==> config.mk <==
export PLATFORM = sky130hd
export DESIGN_NAME = wecs_top
export DESIGN_NICKNAME = d
export VERILOG_FILES = /design/src/logic/wecs_top.v
export VERILOG_INCLUDE_DIRS = /design/src /design/src/logic
export SDC_FILE = /design/constraint.sdc
export NUM_CORES = 1
export LEC_CHECK = 0
export BUFFER_PORTS_ARGS = -buffer_cell sky130_fd_sc_hd__buf_2
export CORE_AREA = 2 2 83 85
export DETAILED_ROUTE_END_ITERATION = 8
export DIE_AREA = 0 0 85 87
export MAX_ROUTING_LAYER = met4
export PLACE_DENSITY = 0.83
export SYNTH_ARGS = -nofsm -noshare
export SYNTH_HDL_FRONTEND = slang
export SYNTH_SLANG_ARGS = --single-unit
==> constraint.sdc <==
create_clock -name clock_i -period 4 [get_ports clock_i]
set_clock_uncertainty 0.15 [all_clocks]
set_input_delay 1 -clock clock_i [delete_from_list [all_inputs] [get_ports clock_i]]
set_output_delay 1 -clock clock_i [all_outputs]
set_load 0.03 [all_outputs]
==> src/logic/wecs_consts.vh <==
// Constants of the wake and event capture block: offsets, fields, timing
`ifndef WECS_CONSTS_VH
`define WECS_CONSTS_VH

// ==========================================================
// Register offsets (8-bit address space)
`define WECS_ADDR_GLOBAL   8'h60
`define WECS_ADDR_SYS      8'h61
`define WECS_ADDR_SUP      8'h62
`define WECS_ADDR_TRX      8'h63
`define WECS_ADDR_WAK      8'h64
`define WECS_ADDR_SYS_EN   8'h70
`define WECS_ADDR_SUP_EN   8'h71
`define WECS_ADDR_TRX_EN   8'h72
`define WECS_ADDR_WAK_EN   8'h73
`define WECS_ADDR_MODE     8'h74
`define WECS_ADDR_CFG      8'h75

// ==========================================================
// Implemented flag bits per status register
`define WECS_SYS_MASK      8'h17
`define WECS_SUP_MASK      8'h07
`define WECS_TRX_MASK      8'h33
`define WECS_WAK_MASK      8'h03
// Flags captured with no enable (power-on, watchdog, frame error)
`define WECS_SYS_ALWAYS    8'h11
`define WECS_TRX_ALWAYS    8'h20
// Field positions
`define WECS_SYS_PWRON     4
`define WECS_SYS_OVTWARN   2
`define WECS_SYS_SERFAIL   1
`define WECS_SYS_WDOGFAIL  0
`define WECS_TRX_FRMERR    5
`define WECS_TRX_SILENCE   4
`define WECS_TRX_FAIL      1
`define WECS_TRX_CANWAKE   0
`define WECS_WAK_RISE      1
`define WECS_WAK_FALL      0
`define WECS_CFG_SLPDIS    0

// ==========================================================
// Reset values
`define WECS_EN_RST        8'h00
`define WECS_SLPDIS_RST    1'b0

// ==========================================================
// Mode control field codes
`define WECS_CMD_SLEEP     3'h1
`define WECS_CMD_STANDBY   3'h4
`define WECS_CMD_NORMAL    3'h7

// ==========================================================
// Timing in clock cycles (10 MHz clock)
`define WECS_EVT_DELAY_CYC 16'd100
`define WECS_RESET_CYC     8'd20

`endif

==> src/logic/wecs_top.v <==
// Wake-up and diagnostic event capture, receive-pin alert and sleep guard
//
// Decided for this implementation: the strobed register port and the register offsets.
`timescale 1ns/1ps
`default_nettype none
`include "wecs_consts.vh"

// Summary of operation
// - Enabled events set their status flag; disabled events leave it alone.
// - Power-on, watchdog failure and frame-error events are always captured.
// - All other events have an enable bit, cleared after power-on.
// - CAN wake and both wake pin edges are regular; the rest diagnostic.
// - Receive pin pulled low on pending event when offline in Normal/Standby.
// - Captured event in Sleep turns regulator on, Reset then Standby.
// - Global summary shows which group register holds a pending flag.
// - Writing one clears a flag, zero leaves it; many per write.
// - Any flag clear releases the receive pin and starts delay timer.
// - Events still set flags during delay; pin low again at expiry.
// - If all flags cleared before expiry, pin stays high.
// - Status readable at any time, also while timer runs.
// - Delay timer stops at once on reset pin falling edge.
// - Reset pin low in Reset, Sleep, Overtemperature and Off modes.
// - Pending event is signalled on receive pin while in Sleep.
// - Sleep is left only on a captured event of any kind or on overtemperature shutdown.
// - Sleep request with all regular wake events disabled forces reset.
// - Sleep command with any flag pending goes straight to Reset.
// - Sleep-disable bit set: Sleep command raises serial failure only.
// - Wake pin rising/falling transitions make events per their enables.
// - Summary bits 3..0: wake pin, transceiver, supply, system groups.
module wecs_top #(
  parameter [15:0] EVT_DELAY_CYC = `WECS_EVT_DELAY_CYC
) (
  input  wire        clock_i,
  input  wire        nrst_i,
  // Register port
  input  wire [7:0]  addr_i,
  input  wire [7:0]  wr_data_i,
  input  wire        wr_i,
  input  wire        rd_i,
  output reg  [7:0]  rd_data_o,
  // Event sources, one-cycle pulses on this clock
  input  wire        can_wake_event_i,
  input  wire        power_on_event_i,
  input  wire        overtemp_warning_event_i,
  input  wire        serial_failure_event_i,
  input  wire        watchdog_failure_event_i,
  input  wire        aux_supply_overvoltage_event_i,
  input  wire        aux_supply_undervoltage_event_i,
  input  wire        main_supply_undervoltage_event_i,
  input  wire        partial_net_frame_error_event_i,
  input  wire        bus_silence_event_i,
  input  wire        transceiver_failure_event_i,
  // Asynchronous wake pin level
  input  wire        wake_pin_i,
  // Surroundings
  input  wire        transceiver_offline_i,
  input  wire        overtemp_shutdown_i,
  // Outputs
  output wire        rxd_force_low_o,
  output wire        main_regulator_output_o,
  output wire        reset_output_pin_o,
  output wire [2:0]  mode_o
);

  // ========================================================
  // Operating modes
  localparam [2:0] MODE_OFF     = 3'h0;
  localparam [2:0] MODE_RESET   = 3'h1;
  localparam [2:0] MODE_STANDBY = 3'h2;
  localparam [2:0] MODE_NORMAL  = 3'h3;
  localparam [2:0] MODE_SLEEP   = 3'h4;
  localparam [2:0] MODE_OVTEMP  = 3'h5;
  // Off lasts one edge after reset release; the reset pulse follows.
  // Codes are private to this block but shown on mode_o as they are.

  reg  [2:0]  mode_reg;
  reg  [2:0]  mode_next;
  reg  [7:0]  rst_cnt_reg;
  reg  [7:0]  rst_cnt_next;
  reg  [31:0] flag_reg;
  wire [31:0] flag_next;
  reg  [7:0]  sys_en_reg;
  reg  [7:0]  sup_en_reg;
  reg  [7:0]  trx_en_reg;
  reg  [7:0]  wak_en_reg;
  reg         slpdis_reg;
  reg  [15:0] tmr_reg;
  reg         rstpin_prev_reg;
  reg         wake_s1_reg;
  reg         wake_s2_reg;
  reg         wake_s3_reg;
  // Raised for one cycle by a refused mode command; feeds the serial
  // failure flag like an external event would
  reg         bad_cmd;

  // ========================================================
  // Wake pin synchroniser and edge detect
  // Only the second and third stages feed logic; the first may still be settling.
  // Both history stages reset low, the level of an unused, grounded pin,
  // so no false edge follows reset.
  always @(posedge clock_i or negedge nrst_i) begin
    if (!nrst_i) begin
      wake_s1_reg <= 1'b0;
      wake_s2_reg <= 1'b0;
      wake_s3_reg <= 1'b0;
    end else begin
      wake_s1_reg <= wake_pin_i;
      wake_s2_reg <= wake_s1_reg;
      wake_s3_reg <= wake_s2_reg;
    end
  end

  wire wake_rise = wake_s2_reg & ~wake_s3_reg;
  wire wake_fall = ~wake_s2_reg & wake_s3_reg;

  // ========================================================
  // Event and enable vectors, four status bytes side by side
  // Byte order: system, supply, transceiver, wake pin
  // Reserved positions are tied to zero so those flags can never set
  wire [7:0] sys_evt = {3'h0, power_on_event_i, 1'b0,
                        overtemp_warning_event_i,
                        serial_failure_event_i | bad_cmd,
                        watchdog_failure_event_i};
  wire [7:0] sup_evt = {5'h00, aux_supply_overvoltage_event_i,
                        aux_supply_undervoltage_event_i,
                        main_supply_undervoltage_event_i};
  wire [7:0] trx_evt = {2'h0, partial_net_frame_error_event_i,
                        bus_silence_event_i, 2'h0,
                        transceiver_failure_event_i, can_wake_event_i};
  wire [7:0] wak_evt = {6'h00, wake_rise, wake_fall};
  wire [31:0] evt_vec = {wak_evt, trx_evt, sup_evt, sys_evt};

  // Always-on bits bypass the software enables
  wire [31:0] en_vec = {wak_en_reg,
                        trx_en_reg | `WECS_TRX_ALWAYS,
                        sup_en_reg,
                        sys_en_reg | `WECS_SYS_ALWAYS};
  wire [31:0] valid_vec = {`WECS_WAK_MASK, `WECS_TRX_MASK,
                           `WECS_SUP_MASK, `WECS_SYS_MASK};

  // ========================================================
  // Write-one-to-clear decode per status byte
  wire wr_sys = wr_i & (addr_i == `WECS_ADDR_SYS);
  wire wr_sup = wr_i & (addr_i == `WECS_ADDR_SUP);
  wire wr_trx = wr_i & (addr_i == `WECS_ADDR_TRX);
  wire wr_wak = wr_i & (addr_i == `WECS_ADDR_WAK);
  wire [31:0] clr_vec = {{8{wr_wak}} & wr_data_i,
                         {8{wr_trx}} & wr_data_i,
                         {8{wr_sup}} & wr_data_i,
                         {8{wr_sys}} & wr_data_i};
  // A clear counts only where a one hits a flag that is set
  // A write of one to a flag that is already clear must not restart the
  // timer, or a polling host could keep the alert held off for ever
  wire any_clear = |(clr_vec & flag_reg & valid_vec);

  // Per-flag next state; a set in the clear cycle wins
  // so an event that lands with the host's clear is never lost
  genvar gi;
  generate
    for (gi = 0; gi < 32; gi = gi + 1) begin : g_flag
      assign flag_next[gi] = valid_vec[gi] &
        ((evt_vec[gi] & en_vec[gi]) |
         (flag_reg[gi] & ~clr_vec[gi]));
    end
  endgenerate

  always @(posedge clock_i or negedge nrst_i) begin
    if (!nrst_i) begin
      flag_reg <= 32'h0000_0000;
    end else begin
      flag_reg <= flag_next;
    end
  end

  // ========================================================
  // Group summary, bit per status register
  wire [3:0] group_pend = {|flag_reg[31:24], |flag_reg[23:16],
                           |flag_reg[15:8],  |flag_reg[7:0]};
  wire pending = |group_pend;
  // Regular wake sources: CAN wake, wake pin rising and falling
  // With none of them enabled, Sleep would be a dead end
  wire reg_wake_en = trx_en_reg[`WECS_TRX_CANWAKE] |
                     wak_en_reg[`WECS_WAK_RISE] |
                     wak_en_reg[`WECS_WAK_FALL];

  // ========================================================
  // Enable and configuration registers
  // Always-on enable positions are masked off here and read back as
  // zero; the capture path ORs them in instead
  always @(posedge clock_i or negedge nrst_i) begin
    if (!nrst_i) begin
      sys_en_reg <= `WECS_EN_RST;
      sup_en_reg <= `WECS_EN_RST;
      trx_en_reg <= `WECS_EN_RST;
      wak_en_reg <= `WECS_EN_RST;
      slpdis_reg <= `WECS_SLPDIS_RST;
    end else if (wr_i) begin
      case (addr_i)
        `WECS_ADDR_SYS_EN: begin
          sys_en_reg <= wr_data_i & `WECS_SYS_MASK & ~`WECS_SYS_ALWAYS;
        end
        `WECS_ADDR_SUP_EN: begin
          sup_en_reg <= wr_data_i & `WECS_SUP_MASK;
        end
        `WECS_ADDR_TRX_EN: begin
          trx_en_reg <= wr_data_i & `WECS_TRX_MASK & ~`WECS_TRX_ALWAYS;
        end
        `WECS_ADDR_WAK_EN: begin
          wak_en_reg <= wr_data_i & `WECS_WAK_MASK;
        end
        `WECS_ADDR_CFG: begin
          slpdis_reg <= wr_data_i[`WECS_CFG_SLPDIS];
        end
        default: begin
          slpdis_reg <= slpdis_reg;
        end
      endcase
    end
  end

  // ========================================================
  // Mode sequencing, including the sleep entry guard
  // Sleep guard order: disable bit first, then a pending flag or no
  // regular wake source, then Sleep. A refused Sleep must never leave
  // the host unpowered with no way back.
  wire mode_wr = wr_i & (addr_i == `WECS_ADDR_MODE);
  wire [2:0] mode_cmd = wr_data_i[2:0];

  always @* begin
    mode_next    = mode_reg;
    rst_cnt_next = rst_cnt_reg;
    bad_cmd      = 1'b0;
    case (mode_reg)
      MODE_OFF: begin
        mode_next    = MODE_RESET;
        rst_cnt_next = `WECS_RESET_CYC;
      end
      MODE_RESET: begin
        if (rst_cnt_reg == 8'h00) begin
          mode_next = MODE_STANDBY;
        end else begin
          rst_cnt_next = rst_cnt_reg - 8'h01;
        end
      end
      MODE_STANDBY, MODE_NORMAL: begin
        if (mode_wr) begin
          if (mode_cmd == `WECS_CMD_SLEEP) begin
            if (slpdis_reg) begin
              bad_cmd = 1'b1;
            end else if (pending || !reg_wake_en) begin
              mode_next    = MODE_RESET;
              rst_cnt_next = `WECS_RESET_CYC;
            end else begin
              mode_next = MODE_SLEEP;
            end
          end else if (mode_cmd == `WECS_CMD_STANDBY) begin
            mode_next = MODE_STANDBY;
          end else if (mode_cmd == `WECS_CMD_NORMAL) begin
            mode_next = MODE_NORMAL;
          end else begin
            bad_cmd = 1'b1;               // Illegal mode code
          end
        end
      end
      MODE_SLEEP: begin
        // Only a captured event wakes; mode register writes are ignored
        // Any captured flag wakes, diagnostic ones included, since only
        // enabled or always-on events can set one
        if (pending) begin
          mode_next    = MODE_RESET;
          rst_cnt_next = `WECS_RESET_CYC;
        end
      end
      MODE_OVTEMP: begin
        if (!overtemp_shutdown_i) begin
          mode_next    = MODE_RESET;
          rst_cnt_next = `WECS_RESET_CYC;
        end
      end
      default: begin
        mode_next = MODE_OFF;
      end
    endcase
    // Overtemperature shutdown overrides every mode but Off
    if (overtemp_shutdown_i && mode_reg != MODE_OFF) begin
      mode_next = MODE_OVTEMP;
    end
  end

  always @(posedge clock_i or negedge nrst_i) begin
    if (!nrst_i) begin
      mode_reg    <= MODE_OFF;
      rst_cnt_reg <= 8'h00;
    end else begin
      mode_reg    <= mode_next;
      rst_cnt_reg <= rst_cnt_next;
    end
  end

  // ========================================================
  // Reset pin and regulator
  // Both decode the mode register only, so they never glitch on a write
  assign reset_output_pin_o = (mode_reg == MODE_STANDBY) ||
                              (mode_reg == MODE_NORMAL);
  // Regulator off only while asleep or before power-up
  assign main_regulator_output_o = (mode_reg != MODE_SLEEP) &&
                                   (mode_reg != MODE_OFF);
  assign mode_o = mode_reg;

  // ========================================================
  // Event delay timer
  // A reset pin fall zeroes the count, so the alert path starts clean
  // when the host comes back out of Reset
  wire rstpin_fall = rstpin_prev_reg & ~reset_output_pin_o;

  always @(posedge clock_i or negedge nrst_i) begin
    if (!nrst_i) begin
      rstpin_prev_reg <= 1'b0;
      tmr_reg         <= 16'h0000;
    end else begin
      rstpin_prev_reg <= reset_output_pin_o;
      if (rstpin_fall) begin
        tmr_reg <= 16'h0000;
      end else if (any_clear) begin
        tmr_reg <= EVT_DELAY_CYC;
      end else if (tmr_reg != 16'h0000) begin
        tmr_reg <= tmr_reg - 16'h0001;
      end
    end
  end

  wire tmr_run = (tmr_reg != 16'h0000);

  // ========================================================
  // Receive pin alert; released during the delay, also on the clear cycle
  // The drop on the clear cycle is combinational so the pin rises with
  // the write itself; the cost is a path from the write strobe to a pin
  wire alert_mode = (transceiver_offline_i &&
                     (mode_reg == MODE_STANDBY ||
                      mode_reg == MODE_NORMAL)) ||
                    (mode_reg == MODE_SLEEP);
  assign rxd_force_low_o = pending & alert_mode & ~tmr_run &
                           ~any_clear;

  // ========================================================
  // Read port, data valid the cycle after the strobe
  // Zero outside the answer cycle keeps a shared read bus clean
  always @(posedge clock_i or negedge nrst_i) begin
    if (!nrst_i) begin
      rd_data_o <= 8'h00;
    end else if (rd_i) begin
      case (addr_i)
        `WECS_ADDR_GLOBAL: rd_data_o <= {4'h0, group_pend};
        `WECS_ADDR_SYS:    rd_data_o <= flag_reg[7:0];
        `WECS_ADDR_SUP:    rd_data_o <= flag_reg[15:8];
        `WECS_ADDR_TRX:    rd_data_o <= flag_reg[23:16];
        `WECS_ADDR_WAK:    rd_data_o <= flag_reg[31:24];
        `WECS_ADDR_SYS_EN: rd_data_o <= sys_en_reg;
        `WECS_ADDR_SUP_EN: rd_data_o <= sup_en_reg;
        `WECS_ADDR_TRX_EN: rd_data_o <= trx_en_reg;
        `WECS_ADDR_WAK_EN: rd_data_o <= wak_en_reg;
        `WECS_ADDR_MODE:   rd_data_o <= {5'h00, mode_reg};
        `WECS_ADDR_CFG:    rd_data_o <= {7'h00, slpdis_reg};
        default:           rd_data_o <= 8'h00;
      endcase
    end else begin
      rd_data_o <= 8'h00;
    end
  end

endmodule // wecs_top
`default_nettype wire

==> results.md <==
* Remaining global-route overflow at 0
* Average cell area after synthesis at 9.50 sq um
* Path class of the lowest-slack min-delay path: flop to flop
* Number of flip-flops under the largest register name at 16
* Yosys warns at 0
* First-pass DRT Iterations at 5
* Global-route wire length before repair at 14.3 mm
* WL per Instance at 17.1 um
* Primary FF master, synth: dfrtp_1
* Final setup viols at 0
* Sum of net half-perimeters after detailed placement at 6.23 mm
* Clk pin slew, worst setup/hold paths at 0.06 ns
* Placer's final routability congestion estimate at 0.904
* Clock period minus worst slack at 3.77 ns
* Setup repair after global routing missed its margin: false
* Worst VDD drop at 0.330 mV
* Tot Pwr at 2.04 mW
* Register bit count reported by yosys at 61
* Overall track demand over capacity in global routing at 0.253
* Share of the clock period used by the worst path at 0.943
* Hold violation count in the final report at 0
* Sink of the worst hold path: wake_s2_reg
* FF-to-FF Start: flag_reg[0]
* Buffer levels on the longest clock path at 2
* Die area at 7400 sq um
* Pin count of the biggest net entering global routing at 49
* Worst Hold Depth at 0
* Arrival time at the worst endpoint at 2.62 ns
* Crit path max-delay cell type: nand4bb_1
* Die Span X at 85 um
* DRC Markers at 0
* Share of final-layout standard cells stronger than drive strength 1 at 0.214
* Number of clock sinks seen by CTS at 61
* Crit path launch type: input pin
* Total negative setup slack at 0 ns
* Placement Rows at 30
* Worst reg2reg path depth at 5
* Power Dens Cells at 510 nW/um^2
* Later-pin clock latency in the skew report at 0.34 ns
* Leakage power total at 1.80 nW
* CP endpoint kind: primary output
* Netlist cell types at 60
* Post-detailed-route count of antenna-violating nets at 0
* Setup bufs post-CTS at 0
* Netlist area before placement at 3460 sq um
* Mapped Cells at 364
* Async set-or-reset flop fraction in the synthesized netlist at 1.00
* Sequential fraction of the synthesis area at 0.441
* Quantity of hold-fixing buffers added after cts at 0
* Critical path, cell by cell: buf_2 > nand4bb_1 > nor3_1 > nand3_1 > o21a_1 > and4_1 > buf_2
* CTS tree: done
* Max-Cap Viols at 0
* Slew @ Worst Pin at 1.06 ns
* Count of input and output buffers at 42
* H-tree depth at 3
* Initial Utilization at 0.526
* Diode insertion count for antenna repair at 0
* Count of buffering cells on the critical path with inverters included at 2
* Total I/O pin count at 48
* Kind of critical path: input pin to primary output
* Reg-to-reg slack, setup at 1.51 ns
* Final non-filler cell area at 4010 sq um
* Worst Path Required at 2.85 ns
* Capture point of the worst reg-to-reg path: rst_cnt_reg[1]
* Number of buffers inserted during clock tree synthesis at 9
* NumNets Final at 453
* Most common cell on crit path: buf_2
* Root buffer selected by CTS: clkbuf_8
* Iter 0 DRT Violations at 194
* Number of vias in the routed layout at 3133
* Kind of cell adding the most delay to the critical path: simple AND/OR/NAND/NOR gates
* Routed WL at 8.56 mm
* Highest Clock Rate at 265 MHz
* Die extent in y at 87 um
* Post-cts gate resize count at 0
* Number of flops mapped to enable cells by yosys at 0
* Hold Worst Slack at 0.199 ns
* Result of the run: finished clean
* Via-to-Cell Ratio at 6.27
* Cell area after placement at 3800 sq um
* Total count of max-transition violations in the final report at 0
* Core Area at 6570 sq um
* Number of antenna violations at the first check in global routing at 0
* Worst max-slew margin expressed relative to the limit at 0.293
* Peak per-stage delay on the critical path at 0.40 ns
* Number of global-route vias before repair at 3034
* Relative area change from synthesis to final layout at 15.8%
* Maximum net fanout on the critical path at 6
* Startpoint of the most critical hold path: wake_s1_reg
[cell type report]
class	count	area, sq um
sequential	61	1530
clock buffer	11	131
inverter	10	37.5
clock inverter	5	75.1
fill	530	2560
multi-input combinational	279	1830
timing repair buffer	54	300
tap	80	100
[report_power, final]
group          switching [mW]  leakage (nW)  internal (mW)
clock network           0.232         0.107          0.348
logic                   0.274         0.928          0.250
registers               0.178         0.764          0.760
total                   0.685          1.80           1.36
[layout by cell type (no fill, tap or decap), types with 3 or more instances in the layout]
master / count
a21o_1: 3
a21oi_1: 10
a22o_1: 9
a31oi_1: 9
and3_1: 3
buf_2: 42
buf_4: 12
clkbuf_8: 9
clkinv_2: 3
dfrtp_1: 61
ha_1: 4
inv_1: 10
mux2_2: 14
mux2i_1: 10
nand2_1: 48
nand2b_1: 3
nand3_1: 14
nand3b_1: 5
nand4_1: 4
nor2_1: 29
nor3_1: 26
nor3b_1: 5
nor4_1: 3
nor4b_1: 3
o211ai_1: 5
o21a_1: 3
o21ai_0: 9
or4_1: 4
xnor2_1: 9
xor2_1: 5
[worst max path at each step]
stage	end	startpoint	slack [ns]	cells past startpoint
after floorplan	rxd_force_low_o	addr_i[0]	0.54	5
after global placement	rxd_force_low_o	addr_i[7]	0.31	7
after detailed placement	rxd_force_low_o	addr_i[7]	0.28	7
after CTS	rxd_force_low_o	addr_i[7]	0.27	7
after global routing	rxd_force_low_o	addr_i[0]	0.08	6
final	rxd_force_low_o	addr_i[7]	0.23	7
[routing by layer]
metal | wire length (um) | part of all wire | track usage | vias up
met5 | 0 | 0 | - | -
met2 | 4210 | 0.49 | 0.399 | 126
met4 | 263 | 0.031 | 0.114 | 0
met3 | 523 | 0.061 | 0.0578 | 32
met1 | 3560 | 0.42 | 0.311 | 1522
li1 | - | - | - | 1453
[cell usage after synthesis (all sizes together) (2+ instances only)]
master	n	area share
dfrtp	61	0.44
nand2	48	0.052
nor2	29	0.031
nor3	26	0.038
mux2	15	0.050
nand3	14	0.020
clkbuf	11	0.012
a21oi	10	0.014
a22o	10	0.026
inv	10	0.011
mux2i	10	0.029
a31oi	9	0.016
o21ai	9	0.013
xnor2	9	0.023
nor3b	6	0.014
nand3b	5	0.011
o211ai	5	0.011
or4	5	0.012
xor2	5	0.013
buf	4	0.0065
ha	4	0.014
nand4	4	0.0072
nor4	4	0.012
a21o	3	0.0065
and3	3	0.0054
nand2b	3	0.0054
nor4b	3	0.0076
o21a	3	0.0065
a2111oi	2	0.0051
a222oi	2	0.0058
a2bb2oi	2	0.0051
nor2b	2	0.0036
nor4bb	2	0.0058
o2111ai	2	0.0051
o21bai	2	0.0043
o2bb2ai	2	0.0051
o31ai	2	0.0043
or3	2	0.0036
[per-stage QoR]
step	util	instances	setup WS, ns
detailed placement	0.578	484	0.275
finish	0.610	500	0.229
global placement	0.578	484	0.308
floorplan	-	365	0.537
CTS	0.610	500	0.270
global route	0.610	500	0.0842
[kinds of logic after synthesis]
family,count (synthesis),synth area share
adder cells (fa/ha/maj),4,0.0145
buffers and inverters,25,0.0293
AO/OA/AOI/OAI,72,0.151
flip-flops,61,0.441
XOR/XNOR,14,0.0355
AND/OR/NAND/NOR,161,0.242
other,1,0.00108
multiplexers,26,0.0854
Power figures use the tool's default switching activity.
